==> src/rtl/phase_mon_defs.svh <==
`ifndef PHASE_MON_DEFS_SVH
`define PHASE_MON_DEFS_SVH

// register addresses (word indices on the plain register port)
`define REG_ERR_WITH_SHIFT 4'h0
`define REG_ERR_WITHOUT_SHIFT 4'h1
`define REG_ERR_MON_PULSES 4'h2
`define REG_ERR_LOWER 4'h3
`define REG_ERR_UPPER 4'h4
`define REG_MODE_STATUS 4'h5
`define REG_LIMIT_CLEAR 4'h6

// mode status field positions
`define STAT_SPINDLE_SYNC 0
`define STAT_POLYGON_SYNC 1
`define STAT_SHIFT_REQ 2
`define STAT_PHASE_VALID 3
`define STAT_DEG_VALID 4
`define STAT_LIMITS_VALID 5

// reset values and the phase-unknown value
`define RST_ERR 16'h0000
`define RST_LOWER 16'h7fff
`define RST_UPPER 16'h8000
`define PHASE_UNKNOWN 16'hffff
`define RD_UNMAPPED 16'h0000

// clock period in ns and settle time for the synchroniser
`define CLK_PERIOD_NS 5
`define SETTLE_NS 20
`define SETTLE_CYCLES ((`SETTLE_NS + `CLK_PERIOD_NS - 1) / `CLK_PERIOD_NS)

`endif

==> src/rtl/phase_mon_pkg.sv <==
package phase_mon_pkg;

	// raw phase measurement fed in by the controller core
	typedef struct packed {
		logic spindle_sync_mode;
		logic polygon_phase_sync_mode;
		logic phase_shift_calc_request;
		logic r_sync_active;
		logic speeds_constant;
		logic index_seen;
		logic signed [15:0] err_deg_total;
		logic signed [15:0] shift_offset_deg;
		logic signed [15:0] err_pulses;
	} phase_in_t;

	// register bus request
	typedef struct packed {
		logic [3:0] addr;
		logic [15:0] wdata;
		logic wr;
		logic rd;
	} reg_req_t;

	typedef enum logic [2:0] {
		MODE_IDLE = 3'b001,
		MODE_SPINDLE = 3'b010,
		MODE_POLYGON = 3'b100
	} mode_t;

endpackage

==> src/rtl/spindle_phase_error_monitor.sv <==
// Function
// - In spindle sync mode with R-command sync or shift request, the first register shows the error including the stored shift offset.
// - Both degree registers count one degree per least significant step.
// - In spindle sync mode the degree registers update only while both spindles run at constant speed.
// - In polygon phase sync the degree registers show the error for the commanded shift amount.
// - In spindle sync mode the second register shows the error with the stored shift offset removed.
// - In polygon phase sync the second degree register equals the first.
// - While phase sync control is active the monitor register shows the error in encoder pulses.
// - A register holds the lowest pulse error seen during phase sync control.
// - A register holds the highest pulse error seen during phase sync control.
// - Before a spindle has passed its index pulse the degree registers read minus one whenever they update, the pulse register only with a sync or shift request.
//
// Strobed register access and the address map are this design's own decisions.
`include "phase_mon_defs.svh"
`timescale 1ns/100ps
`default_nettype none

module spindle_phase_error_monitor
(
	input wire logic i_clk,
	input wire logic i_rst,
	input wire phase_mon_pkg::phase_in_t i_phase,
	input wire phase_mon_pkg::reg_req_t i_req,
	output logic [15:0] o_rdata,
	output logic o_deg_valid,
	output logic o_sync_active
);

	// synchronised copies of the mode levels (they come from another block's pins)
	logic [5:0] lvl_meta_r;
	logic [5:0] lvl_r;
	// data words registered two stages deep beside the levels
	logic signed [15:0] deg_total_r;
	logic signed [15:0] shift_r;
	logic signed [15:0] pulses_r;

	// registers
	logic signed [15:0] err_with_shift_r;
	logic signed [15:0] err_without_shift_r;
	logic signed [15:0] err_pulses_r;
	logic [5:0] mode_stat_r;
	phase_mon_pkg::mode_t mode_r;
	phase_mon_pkg::mode_t mode_nxt;
	logic limit_clear;
	logic sample_limits;
	logic signed [15:0] lower_w;
	logic signed [15:0] upper_w;
	logic limits_valid;
	logic deg_update;
	logic phase_ok;
	logic spindle_req;

	// saturating signed subtract, used for offset removal
	function automatic logic signed [15:0] sat_sub(input logic signed [15:0] a,
		input logic signed [15:0] b);
		logic signed [16:0] d;
		d = 17'(a) - 17'(b);
		if (d > 17'sh0_7fff)
			sat_sub = 16'sh7fff;
		else if (d < -17'sh0_8000)
			sat_sub = 16'sh8000;
		else
			sat_sub = d[15:0];
	endfunction

	// two-stage synchroniser on the mode levels, data captured alongside
	always_ff @(posedge i_clk)
	begin
		if (i_rst)
		begin
			lvl_meta_r <= 6'h00;
			lvl_r <= 6'h00;
		end
		else
		begin
			lvl_meta_r <= {i_phase.index_seen, i_phase.speeds_constant, i_phase.r_sync_active,
				i_phase.phase_shift_calc_request, i_phase.polygon_phase_sync_mode,
				i_phase.spindle_sync_mode};
			lvl_r <= lvl_meta_r;
		end
	end

	// data words are held two stages deep so they line up with the levels
	logic signed [15:0] deg_meta_r;
	logic signed [15:0] shift_meta_r;
	logic signed [15:0] pulses_meta_r;
	always_ff @(posedge i_clk)
	begin
		if (i_rst)
		begin
			deg_meta_r <= `RST_ERR;
			shift_meta_r <= `RST_ERR;
			pulses_meta_r <= `RST_ERR;
			deg_total_r <= `RST_ERR;
			shift_r <= `RST_ERR;
			pulses_r <= `RST_ERR;
		end
		else
		begin
			deg_meta_r <= i_phase.err_deg_total;
			shift_meta_r <= i_phase.shift_offset_deg;
			pulses_meta_r <= i_phase.err_pulses;
			deg_total_r <= deg_meta_r;
			shift_r <= shift_meta_r;
			pulses_r <= pulses_meta_r;
		end
	end

	// mode decode: polygon takes precedence if both levels are seen
	always_comb
	begin
		if (lvl_r[1])
			mode_nxt = phase_mon_pkg::MODE_POLYGON;
		else if (lvl_r[0])
			mode_nxt = phase_mon_pkg::MODE_SPINDLE;
		else
			mode_nxt = phase_mon_pkg::MODE_IDLE;
	end

	always_ff @(posedge i_clk)
	begin
		if (i_rst)
			mode_r <= phase_mon_pkg::MODE_IDLE;
		else
			mode_r <= mode_nxt;
	end

	// update qualification
	assign spindle_req = lvl_r[3] | lvl_r[2];
	assign phase_ok = lvl_r[5];
	assign deg_update = (mode_r == phase_mon_pkg::MODE_POLYGON) ||
		((mode_r == phase_mon_pkg::MODE_SPINDLE) && spindle_req && lvl_r[4]);
	// phase sync control active: index seen, in spindle mode with sync or in polygon mode
	assign sample_limits = phase_ok && ((mode_r == phase_mon_pkg::MODE_POLYGON) ||
		((mode_r == phase_mon_pkg::MODE_SPINDLE) && spindle_req));

	// degree error registers, one degree per step, signed 16 bits
	always_ff @(posedge i_clk)
	begin
		if (i_rst)
		begin
			err_with_shift_r <= `RST_ERR;
			err_without_shift_r <= `RST_ERR;
		end
		else if (deg_update)
		begin
			if (!phase_ok)
			begin
				err_with_shift_r <= `PHASE_UNKNOWN;
				err_without_shift_r <= `PHASE_UNKNOWN;
			end
			else
			begin
				unique case (mode_r)
					phase_mon_pkg::MODE_POLYGON:
					begin
						err_with_shift_r <= deg_total_r;
						err_without_shift_r <= deg_total_r;
					end
					phase_mon_pkg::MODE_SPINDLE:
					begin
						err_with_shift_r <= deg_total_r;
						err_without_shift_r <= sat_sub(deg_total_r, shift_r);
					end
					phase_mon_pkg::MODE_IDLE:
					begin
						err_with_shift_r <= err_with_shift_r;
						err_without_shift_r <= err_without_shift_r;
					end
				endcase
			end
		end
	end

	// pulse monitor, minus one while phase unknown in a sync mode with a sync or shift request
	always_ff @(posedge i_clk)
	begin
		if (i_rst)
			err_pulses_r <= `RST_ERR;
		else if (mode_r != phase_mon_pkg::MODE_IDLE && spindle_req && !phase_ok)
			err_pulses_r <= `PHASE_UNKNOWN;
		else if (sample_limits)
			err_pulses_r <= pulses_r;
	end

	// limits restart on entry to sync control or by software write
	logic sample_d_r;
	always_ff @(posedge i_clk)
	begin
		if (i_rst)
			sample_d_r <= 1'b0;
		else
			sample_d_r <= sample_limits;
	end
	assign limit_clear = (sample_limits && !sample_d_r) ||
		(i_req.wr && i_req.addr == `REG_LIMIT_CLEAR);

	phase_limit_tracker u_phase_limit_tracker
	(
		.i_clk(i_clk),
		.i_rst(i_rst),
		.i_clear(limit_clear),
		.i_sample(sample_limits),
		.i_value(pulses_r),
		.o_lower(lower_w),
		.o_upper(upper_w),
		.o_valid(limits_valid)
	);

	// status word of the block's own state
	always_ff @(posedge i_clk)
	begin
		if (i_rst)
			mode_stat_r <= 6'h00;
		else
		begin
			mode_stat_r[`STAT_SPINDLE_SYNC] <= mode_r == phase_mon_pkg::MODE_SPINDLE;
			mode_stat_r[`STAT_POLYGON_SYNC] <= mode_r == phase_mon_pkg::MODE_POLYGON;
			mode_stat_r[`STAT_SHIFT_REQ] <= spindle_req;
			mode_stat_r[`STAT_PHASE_VALID] <= phase_ok;
			mode_stat_r[`STAT_DEG_VALID] <= mode_r != phase_mon_pkg::MODE_IDLE;
			mode_stat_r[`STAT_LIMITS_VALID] <= limits_valid;
		end
	end

	// read port, data in the cycle after the strobe only
	always_ff @(posedge i_clk)
	begin
		if (i_rst || !i_req.rd)
			o_rdata <= `RD_UNMAPPED;
		else
		begin
			case (i_req.addr)
				`REG_ERR_WITH_SHIFT: o_rdata <= err_with_shift_r;
				`REG_ERR_WITHOUT_SHIFT: o_rdata <= err_without_shift_r;
				`REG_ERR_MON_PULSES: o_rdata <= err_pulses_r;
				`REG_ERR_LOWER: o_rdata <= lower_w;
				`REG_ERR_UPPER: o_rdata <= upper_w;
				`REG_MODE_STATUS: o_rdata <= {10'h000, mode_stat_r};
				default: o_rdata <= `RD_UNMAPPED;
			endcase
		end
	end

	// validity flags for software and status pins
	always_ff @(posedge i_clk)
	begin
		if (i_rst)
		begin
			o_deg_valid <= 1'b0;
			o_sync_active <= 1'b0;
		end
		else
		begin
			o_deg_valid <= mode_r != phase_mon_pkg::MODE_IDLE;
			o_sync_active <= sample_limits;
		end
	end

endmodule
`default_nettype wire

==> src/rtl/phase_limit_tracker.sv <==
`include "phase_mon_defs.svh"
`timescale 1ns/100ps
`default_nettype none

// tracks lowest and highest pulse error seen while phase sync is active
module phase_limit_tracker
(
	input wire logic i_clk,
	input wire logic i_rst,
	input wire logic i_clear,
	input wire logic i_sample,
	input wire logic signed [15:0] i_value,
	output logic signed [15:0] o_lower,
	output logic signed [15:0] o_upper,
	output logic o_valid
);

	// minimum and maximum tracking; a clear that meets a sample restarts the window with it
	always_ff @(posedge i_clk)
	begin
		if (i_rst || (i_clear && !i_sample))
		begin
			o_lower <= `RST_LOWER;
			o_upper <= `RST_UPPER;
			o_valid <= 1'b0;
		end
		else if (i_clear)
		begin
			// sample wins over clear so no error value is lost
			o_lower <= i_value;
			o_upper <= i_value;
			o_valid <= 1'b1;
		end
		else if (i_sample)
		begin
			if (!o_valid || i_value < o_lower)
				o_lower <= i_value;
			if (!o_valid || i_value > o_upper)
				o_upper <= i_value;
			o_valid <= 1'b1;
		end
	end

endmodule
`default_nettype wire

==> config.mk <==
export PLATFORM = sky130hd
export DESIGN_NAME = spindle_phase_error_monitor
export DESIGN_NICKNAME = d
export VERILOG_FILES = /design/src/rtl/phase_mon_pkg.sv /design/src/rtl/spindle_phase_error_monitor.sv /design/src/rtl/phase_limit_tracker.sv
export VERILOG_INCLUDE_DIRS = /design/src /design/src/rtl
export SDC_FILE = /design/constraint.sdc
export NUM_CORES = 1
export LEC_CHECK = 0
export ABC_CLOCK_PERIOD_IN_PS = 2500
export BUFFER_PORTS_ARGS = -buffer_cell sky130_fd_sc_hd__buf_2
export CORE_MARGIN = 3
export CORE_UTILIZATION = 53
export CTS_CLUSTER_SIZE = 14
export DETAILED_ROUTE_END_ITERATION = 7
export PLACE_DENSITY = 0.76
export RECOVER_POWER = 50
export SLEW_MARGIN = 20
export SYNTH_ARGS = -nofsm -noshare
export SYNTH_HDL_FRONTEND = slang
export SYNTH_SLANG_ARGS = --single-unit
==> constraint.sdc <==
create_clock -name i_clk -period 2.5 [get_ports i_clk]
set_clock_uncertainty 0.1 [all_clocks]
set_input_delay 0.125 -clock i_clk [delete_from_list [all_inputs] [get_ports i_clk]]
set_output_delay 0.125 -clock i_clk [all_outputs]
set_load 0.05 [all_outputs]
; ---- Yosys cells after proc, flatten, opt, wreduce, memory -nomap -nowiden
; Index checks and enable logic that the tools add are counted.
[op_classes]
add_sub_neg = 1
n_lt_le_gt_ge = 4
n_eq_ne = 11
muxes = 19
n_bitwise = 1
reduce_logical = 30
[op_table]
columns = operator, count
row1 = 2-to-1 mux 16 bit, 13
row2 = one-hot mux 16 bit (6 select lines), 1
row3 = one-hot mux 16 bit (2 select lines), 1
row4 = greater-than comparator 17 x 16 -> 1 bit (second input constant), 1
row5 = less-than comparator 17 x 16 -> 1 bit (second input constant), 1
row6 = subtractor 16 x 16 -> 17 bit, 1
row7 = greater-than comparator 16 bit, 1
row8 = less-than comparator 16 bit, 1
row9 = == test 4 x 3 -> 1 bit (second input constant), 3
row10 = == test 4 x 2 -> 1 bit (second input constant), 2
row11 = logical AND 1 bit, 8
row12 = nonzero test 2 bit, 4
row13 = logical OR 1 bit, 7
row14 = AND reduction 2 bit, 3
row15 = logical NOT 1 bit, 5
row16 = == test 4 x 1 -> 1 bit (second input constant), 1
row17 = logical NOT 4 bit, 1
row18 = OR reduction 2 bit, 2
row19 = == test 3 x 1 -> 1 bit (second input constant), 1
row20 = == test 3 x 2 -> 1 bit (second input constant), 1
row21 = == test 3 bit (second input constant), 1
row22 = 2-to-1 mux 3 bit, 1
row23 = != test 3 x 1 -> 1 bit (second input constant), 1
row24 = 2-to-1 mux 1 bit, 2
row25 = 3 further kinds, 3
[totals]
register_bits = 216
in_bits = 78

; ---- Logic depth before layout (Yosys ltp)
; Gate-level depths: netlist of the first run.
[depth]
ltp_word = 8
depth_mapped = 12
mapped_depth_nobuf = 11

; ---- Modules after synthesis
; Synthesis of the first run repeated with hierarchy kept, for this count alone.
[unflattened]
hier_cells = 966
hier_area_um2 = 9148.8
[by_module_without_submodules]
columns = mod, instances, cells_per_inst, area_each_um2, seq_area_each_um2
row1 = spindle_phase_error_monitor, 1, 715, 6967.9, 3643.5
row2 = phase_limit_tracker, 1, 251, 2180.8, 660.6

; ---- Least setup slack after synthesis of the first run
; OpenSTA, ideal clock, no wires.
[synth_path]
kind = register to register
from = register shift_r[1]
to = register err_without_shift_r[12]
arrival_ns = 2.328
required_ns = 2.270
setup_slack_ns = -0.057
path_stages_with_launch = 11
path_cell_list = dfxtp_1 -> inv_1 -> ha_1 -> and2b_2 -> o31a_2 -> o22a_2 -> a31oi_4 -> mux2_4 -> buf_4 -> a31oi_1 -> nor3_2
[synth_via]
elab_chain_cells = 6
[synth_rtl]
columns = item, line
row1 = "start, declared", spindle_phase_error_monitor.sv:34  ; logic signed [15:0] shift_r;
row2 = "start signal, assigned", spindle_phase_error_monitor.sv:95  ; shift_r <= `RST_ERR;
row3 = "start signal, assigned", spindle_phase_error_monitor.sv:104  ; shift_r <= shift_meta_r;
row4 = subtractor 16 x 16 -> 17 bit (*), spindle_phase_error_monitor.sv:57  ; d = 17'(a) - 17'(b);
row5 = less-than comparator 17 x 16 -> 1 bit, spindle_phase_error_monitor.sv:60  ; else if (d < -17'sh0_8000)
row6 = 2-to-1 mux 16 bit, spindle_phase_error_monitor.sv:60
row7 = 2-to-1 mux 16 bit (*), spindle_phase_error_monitor.sv:58  ; if (d > 17'sh0_7fff)
row8 = one-hot mux 16 bit (2 select lines) (*), spindle_phase_error_monitor.sv:154  ; unique case (mode_r)
row9 = 2-to-1 mux 16 bit (*), spindle_phase_error_monitor.sv:147  ; if (!phase_ok)
row10 = "end signal, assigned", spindle_phase_error_monitor.sv:150  ; err_without_shift_r <= `PHASE_UNKNOWN;
row11 = "end signal, assigned", spindle_phase_error_monitor.sv:158  ; err_without_shift_r <= deg_total_r;
row12 = "end signal, assigned", spindle_phase_error_monitor.sv:163  ; err_without_shift_r <= sat_sub(deg_total_r, shift_r);
row13 = "end, declared", spindle_phase_error_monitor.sv:39  ; logic signed [15:0] err_without_shift_r;
; Every way passes the cells marked *; elsewhere a longest branch is shown, timed or not.
; A chain may end at the register's enable or synchronous reset.

; ---- Final worst setup path of the first run
[layout_path]
from = register deg_total_r[2]
to = register err_without_shift_r[5]
[layout_via]
elab_chain_cells = 6
[layout_rtl]
columns = item, line
row1 = "start, declared", spindle_phase_error_monitor.sv:33  ; logic signed [15:0] deg_total_r;
row2 = "start signal, assigned", spindle_phase_error_monitor.sv:94  ; deg_total_r <= `RST_ERR;
row3 = "start signal, assigned", spindle_phase_error_monitor.sv:103  ; deg_total_r <= deg_meta_r;
row4 = subtractor 16 x 16 -> 17 bit (*), spindle_phase_error_monitor.sv:57
row5 = less-than comparator 17 x 16 -> 1 bit, spindle_phase_error_monitor.sv:60
row6 = 2-to-1 mux 16 bit, spindle_phase_error_monitor.sv:60
row7 = 2-to-1 mux 16 bit (*), spindle_phase_error_monitor.sv:58
row8 = one-hot mux 16 bit (2 select lines) (*), spindle_phase_error_monitor.sv:154
row9 = 2-to-1 mux 16 bit (*), spindle_phase_error_monitor.sv:147
; Marked as above.

==> reports/summary.txt, run 1 <==
Layout Nets - 1329
GRT overflow - 0
Post-synth EDFFs - 0
Multi-input logic area - 4702 sq um
R2R Path Start - deg_total_r[2]
Violated checks - negative setup slack
Number of diodes - 0
Max Root-Sink Buffers - 3
Vias in the first global route - 7543
Core area - 16700 sq um
Yosys warns - 0
CP arrival - 2.85 ns
Clock buffer count from CTS - 22
Site Rows - 47
Main combinational cell family by area after synthesis - simple AND/OR/NAND/NOR gates
Reg2Reg Depth - 9
Status - finished with violations
Number of distinct library cells after synthesis - 69
Achievable Freq - 387.3 MHz
Peak supply drop - 0.0006713 V
Syn_nets - 1123
Synth Area in Compound Gates - 18.16%
Ys flop type - dfxtp_1
DP Wirelength - 15370 um
Sequential area share after synthesis - 47.16%
Wire per inst - 17.23 um
Hold/Removal Path Class - in -> reg
Fin crit period - 2.582 ns
Hold_sp - i_req[19]
Port-buffer cells - 79
Worst slew pin tran - 0.7778 ns
Crit path kind - reg -> reg
Worst Hold Path EP - o_rdata[0]
Final WS setup - -0.08206 ns
Worst hold stages - 4
Antenna violations before repair - 0
Die span in y - 137.2 um
Synthesized netlist cell count - 997
Initial drt markers - 856
Routed vias/inst - 5.608
Drt pass-1 iters - 6
Mean Syn Cell Area - 9.155 sq um
GRT Total Usage - 25.53%
Power Density - 650.0 nW/um^2
Hold slack - 0.02553 ns
Synth Register Bits - 215
Fin util - 72.39%
First-pass GRT wire length - 38230 um
Final Instance Count excl. Fillers - 1439
Post-Synth Simple-Gate Area - 20.93%
Post-Syn Area - 9128 sq um
Chip width - 137.2 um
Rel. slew slack - 48.15%
Leak - 4.930 nW
Final hold viol count - 0
Area added between synthesis and finish - 32.45%
Final wirelength - 24790 um
Largest net degree at the start of global routing - 141
I/O Pins - 96
Critical path origin - deg_total_r[2]
MaxCap Viol Count - 0
Layout cells sized above 1 - 24.86%
R2R Setup Slk - -0.08 ns
Req. time, crit path - 2.76 ns
Critical path startpoint category - flip-flop
H-tree Lvls - 1
Clock-pin slew on the worst setup and hold paths - 0.06 ns
Clk root buf - clkbuf_16
Mux cell area share after synthesis - 0.5346%
CTS tree - yes
XOR/XNOR share of the synthesized area - 0.5757%
Pre-CTS setup slack - -0.1480 ns
Final GP Congestion - 0.9793
CTS Sinks - 215
CP Capture Type - flip-flop
Critical path peak fanout - 5
ANT nets after route - 0
Starting Density - 54.65%
Filler cells - 1184
Synth Area in Adders - 6.881%
Die footprint - 18830 sq um
Total number of vias - 8070
Register area - 4318 sq um
Later-pin clock latency in the skew report - 0.50 ns
Setup Viol. Count Final - 12
RSZ-0062 raised after global routing - true
# DRC - 0
Asr flop ratio synth - 0%
Placed Instances - 1324
FF-to-FF End - err_without_shift_r[5]
Period utilization - 103.3%
Final Max Slew Viols - 0
[logic make-up (layout without fill, tap and decap cells)]
group,after synthesis,count (layout)
DFF,215,215
muxes,4,5
buffers and inverters,128,348
adders and majority gates,50,50
AOI/OAI and AO/OA,244,245
xor gates and xnor gates,6,6
and+or+nand+nor,350,350
[layout by cell type (no fill, tap or decap), types with 26 or more instances in the layout]
cell type      count
inv_1             70
a31oi_1           27
nor2_1            69
o21ai_0           32
buf_4             86
a21oi_1           42
nor2b_1          116
dlygate4sd3_1     64
nand2_1           61
dfxtp_1          204
buf_2             78
a22oi_1           26
nand3_1           26
ha_1              41
[worst max-delay path by stage]
stage | to | slack (ns) | cells after the start
after floorplan | err_without_shift_r[5] | -0.003 | 11
after global placement | err_without_shift_r[5] | -0.06 | 11
after detailed placement | err_without_shift_r[5] | -0.15 | 11
after CTS | err_without_shift_r[5] | -0.008 | 10
after global routing | err_without_shift_r[5] | -0.16 | 11
final | err_without_shift_r[5] | -0.08 | 9
[worst max-delay path, stage by stage (launching register included)]
cell	delay [ns]
dfxtp_1	0.34
ha_1	0.32
nor2b_2	0.17
o31a_2	0.36
o21a_1	0.19
a21oi_2	0.18
nand2_2	0.14
a211o_4	0.42
a31oi_4	0.18
nor4_2	0.05
[metrics by stage]
| stage | TNS [ns] | power (mW) | cell area (sq um) |
|---|---|---|---|
| 3_5_place_dp | -2.149 | 4.418 | 10250 |
| 2_1_floorplan | -0.003158 | 4.130 | 9146 |
| 5_1_grt | -2.000 | 8.131 | 12090 |
| 3_3_place_gp | -0.3067 | 4.407 | 10250 |
| 4_1_cts | -0.008226 | 7.795 | 11780 |
| 6_report | -0.6235 | 7.858 | 12090 |
[metal layers]
layer	track usage [%]	up-vias	wire (um)
li1	-	3889	-
met1	34.57	3743	10410
met2	41.47	362	11720
met3	3.397	76	1768
met4	10.14	0	893
met5	0	-	0
[cell usage after synthesis (3+ instances only)]
cell type	number	area, sq um
a21o_1	11	82.58
a31oi_1	29	181.4
o31ai_1	4	30.03
dfxtp_1	215	4304
o21bai_1	3	22.52
nand2_1	62	232.7
nor3b_1	17	127.6
a311oi_1	17	148.9
a221oi_1	3	26.28
buf_2	5	25.02
nor3_1	12	60.06
mux2_2	3	33.78
nor2b_1	117	732.0
nand4_1	6	37.54
a211oi_1	6	45.04
a21oi_1	55	275.3
and3_1	3	18.77
nand3_1	27	135.1
ha_1	47	588.1
nor2_1	70	262.8
o21a_1	11	82.58
inv_1	72	270.3
o22ai_1	5	31.28
a211o_1	17	148.9
nor4_2	7	87.58
a22o_1	3	26.28
o211ai_1	4	30.03
clkbuf_1	43	161.4
nor4_1	3	18.77
a222oi_1	3	30.03
a22oi_1	26	195.2
and2_1	5	31.28
nand2b_1	4	25.02
buf_1	3	11.26
xnor2_1	4	35.03
o21ai_0	33	165.2
or3_1	3	18.77
[cell type report]
class | instances | share of cell area [%]
inverters | 72 | 2.236
repair buffers | 236 | 14.83
well taps | 220 | 2.277
flip-flops and latches | 215 | 35.72
multi-input cells | 656 | 38.89
clock buffers | 28 | 5.082
clock inverters | 12 | 0.9625
[power breakdown]
part	internal, mW	total [mW]	switching, mW
clock network	1.95	3.26	1.31
logic	0.493	1.00	0.508
registers	3.54	3.59	0.0574
total	5.98	7.86	1.88
[timing repair]
action                                 CTS  global route
resized for setup                       27            58
endpoints found under the hold margin   68             0
hold buffers                            64             0
buffers inserted                         2             6
cloned                                   2             1
pin swaps                                9            44
setup endpoints to repair               28            48
Note: power is estimated with default switching activity, not from simulation.
==> inputs of run 2 (changes only) <==
Settings changed: BUFFER_PORTS_ARGS -buffer_cell sky130_fd_sc_hd__buf_2 to -buffer_cell sky130_fd_sc_hd__buf_4.
==> run 2 against run 1 <==
  * Sequential share of layout area fell by 0.20 points
  * Critical path depth increased by 2
  * First-iteration DRC count shrank 18%
  * Register-to-register slack is essentially flat
  * Non-clock buffer count shrank 6
  * Sequential power about the same
  * Largest cell class unchanged
  * Routed wire length is 5.0% lower
  * Largest power group unchanged
  * Hold slack better by 0.024 ns
  * Critical endpoint unchanged
  * Final cell count fell by 0.42%
  * Clock-buffer cell count is 1 higher
  * The run still ends with negative setup slack left
==> reports/summary.txt, run 2 (synthesized netlist as in run 1, its figures left out) <==
Clock buffer count from CTS - 23 (+4.5%)
Hold slack - 0.04935 ns (+0.02382 ns)
Crit path max-delay family - compound AO/OA/AOI/OAI gates
Fin crit period - 2.594 ns (+0.01174 ns)
Die footprint - 18830 sq um (unchanged)
Buffers plus inverters on the worst setup path - 1 (+1)
Core area - 16700 sq um (unchanged)
Die span in y - 137.2 um (unchanged)
Routed vias/inst - 5.584 (-0.43%)
MaxCap Viol Count - 0 (unchanged)
Logic pwr share - 12.1% (-0.6 points)
Number of diodes - 0 (unchanged)
I/O Pins - 96 (unchanged)
ANT nets after route - 0 (unchanged)
RSZ-0062 raised after global routing - true
Clock-pin slew on the worst setup and hold paths - 0.06 ns (about the same)
Part of the power in registers - 44.5% (-1.2 points)
Final Max Slew Viols - 0 (unchanged)
H-tree Lvls - 1 (unchanged)
Hold_sp - i_req[18]
# DRC - 0 (unchanged)
Initial drt markers - 698 (-18%)
CP arrival - 2.86 ns (about the same)
Worst slew pin tran - 0.8330 ns (+0.05520 ns)
Vias in the first global route - 7638 (+1.3%)
Net Sw Power - 1.884 mW (+0.34%)
Period utilization - 103.8% (+0.47 points)
Final GP Congestion - 0.9523 (-2.8%)
Final hold viol count - 0 (unchanged)
Final Instance Count excl. Fillers - 1433 (-0.42%)
Power Total - 8.057 mW (+2.5%)
Site Rows - 47 (unchanged)
Status - finished with violations
Slowest cell on crit path - a211o_4
Peak supply drop - 0.0005007 V (-25%)
Max Root-Sink Buffers - 3 (unchanged)
Pre-CTS setup slack - -0.1143 ns (+0.03373 ns)
Leading cell type in the layout, fill and taps excluded - dfxtp_1
CP Cell Sequence - inv_2 -> ha_4 -> fa_2 -> nor2b_2 -> o31a_2 -> o21a_1 -> a21oi_2 -> nand2_2 -> a211o_4 -> a31oi_4 -> nor4_2
Filler cells - 1197 (+1.1%)
Most frequent cells in the layout - dfxtp_1 (207), buf_4 (160), nor2b_1 (116)
Wire per inst - 16.43 um (-4.6%)
R2R Path Start - deg_total_r[0]
Achievable Freq - 385.5 MHz (-0.45%)
Final WS setup - -0.09380 ns (-0.01174 ns)
Rel. slew slack - 44.47% (-3.7 points)
Placed Instances - 1322 (-0.15%)
Later-pin clock latency in the skew report - 0.51 ns (about the same)
Final wirelength - 23550 um (-5.0%)
Port-buffer cells - 79 (unchanged)
TNS Setup - -0.8503 ns (-0.2268 ns)
Layout Nets - 1324 (-0.38%)
Starting Density - 54.65% (unchanged)
Area added between synthesis and finish - 33.08%
Clk pwr share - 43.3% (+1.8 points)
DP Wirelength - 15300 um (-0.43%)
Req. time, crit path - 2.77 ns (about the same)
Clk root buf - clkbuf_16
Setup Viol. Count Final - 14 (+2)
Critical path origin - deg_total_r[0]
Antenna violations before repair - 0 (unchanged)
Total number of vias - 8002 (-0.84%)
First-pass GRT wire length - 37560 um (-1.8%)
Hold/Removal Path Class - in -> reg
Internal power - 6.172 mW (+3.2%)
Chip width - 137.2 um (unchanged)
Crit path largest cell delay - 0.43 ns (about the same)
Leak - 4.965 nW (+0.72%)
GRT overflow - 0 (unchanged)
Power Density - 663.3 nW/um^2 (+2.0%)
Crit path kind - reg -> reg
GRT Total Usage - 24.72% (-0.80 points)
CTS Sinks - 215 (unchanged)
Violated checks - negative setup slack
Largest net degree at the start of global routing - 82 (-42%)
CP Capture Type - flip-flop
CTS tree - yes
Critical path startpoint category - flip-flop
Sw Ratio - 23.39% (-0.51 points)
Drt pass-1 iters - 5 (-1)
Critical path peak fanout - 6 (+1)
Layout cells sized above 1 - 22.92% (-1.9 points)
run 2: area by class of cell:
class                      count  area [sq um]  share of cell area, %
tap                          220         275.3                  2.266
inverter                      72         270.3                  2.225
multi-input combinational    656          4574                  37.66
clock inverter                11         148.9                  1.226
sequential                   215          4314                  35.52
clock buffer                  29         648.1                  5.336
timing repair buffer         230          1916                  15.77
run 2: power by group through the flow:
stage | clock (mW) | sequential [mW] | combinational [mW]
floorplan | 0 | 3.65 | 0.476
global placement | 0 | 3.66 | 0.756
detailed placement | 0 | 3.66 | 0.767
CTS | 3.55 | 3.59 | 0.906
global route | 3.68 | 3.60 | 1.05
finish | 3.49 | 3.59 | 0.976
run 2: per-stage QoR:
step	util, %	cell area [sq um]
finish	72.73	12150
global route	72.73	12150
CTS	71.74	11980
detailed placement	62.32	10410
global placement	62.32	10410
floorplan	-	9146
run 2: metal layers:
metal | vias up | global-route usage (%) | wire length (um)
li1 | 3881 | - | -
met3 | 79 | 3.981 | 1750
met4 | 0 | 9.146 | 923
met1 | 3708 | 32.16 | 9770
met5 | - | 0 | 0
met2 | 334 | 41.53 | 11100
run 2: worst reg2reg max path: cells and delay by family (launching register included):
kind | cells | cell delay, ns
flops | 1 | 0.32
compound gates | 5 | 1.36
simple gates | 3 | 0.27
buf+inv | 1 | 0.07
fa+ha+maj | 2 | 0.36
run 2: worst paths after layout:
path / to / slack [ns] / cells past startpoint
min reg2reg: shift_r[14] / 0.33 / 1
max: err_without_shift_r[5] / -0.09 / 11
min: o_rdata[0] / 0.05 / 4
max reg2reg: err_without_shift_r[5] / -0.09 / 11
run 2: what timing repair did:
action | in CTS | in global routing
endpoints found under the setup margin | 28 | 48
pin swaps | 4 | 17
endpoints found under the hold margin | 70 | 0
resized for setup | 19 | 43
setup buffers | 2 | 0
hold buffers | 66 | 0
cloned | 2 | 1
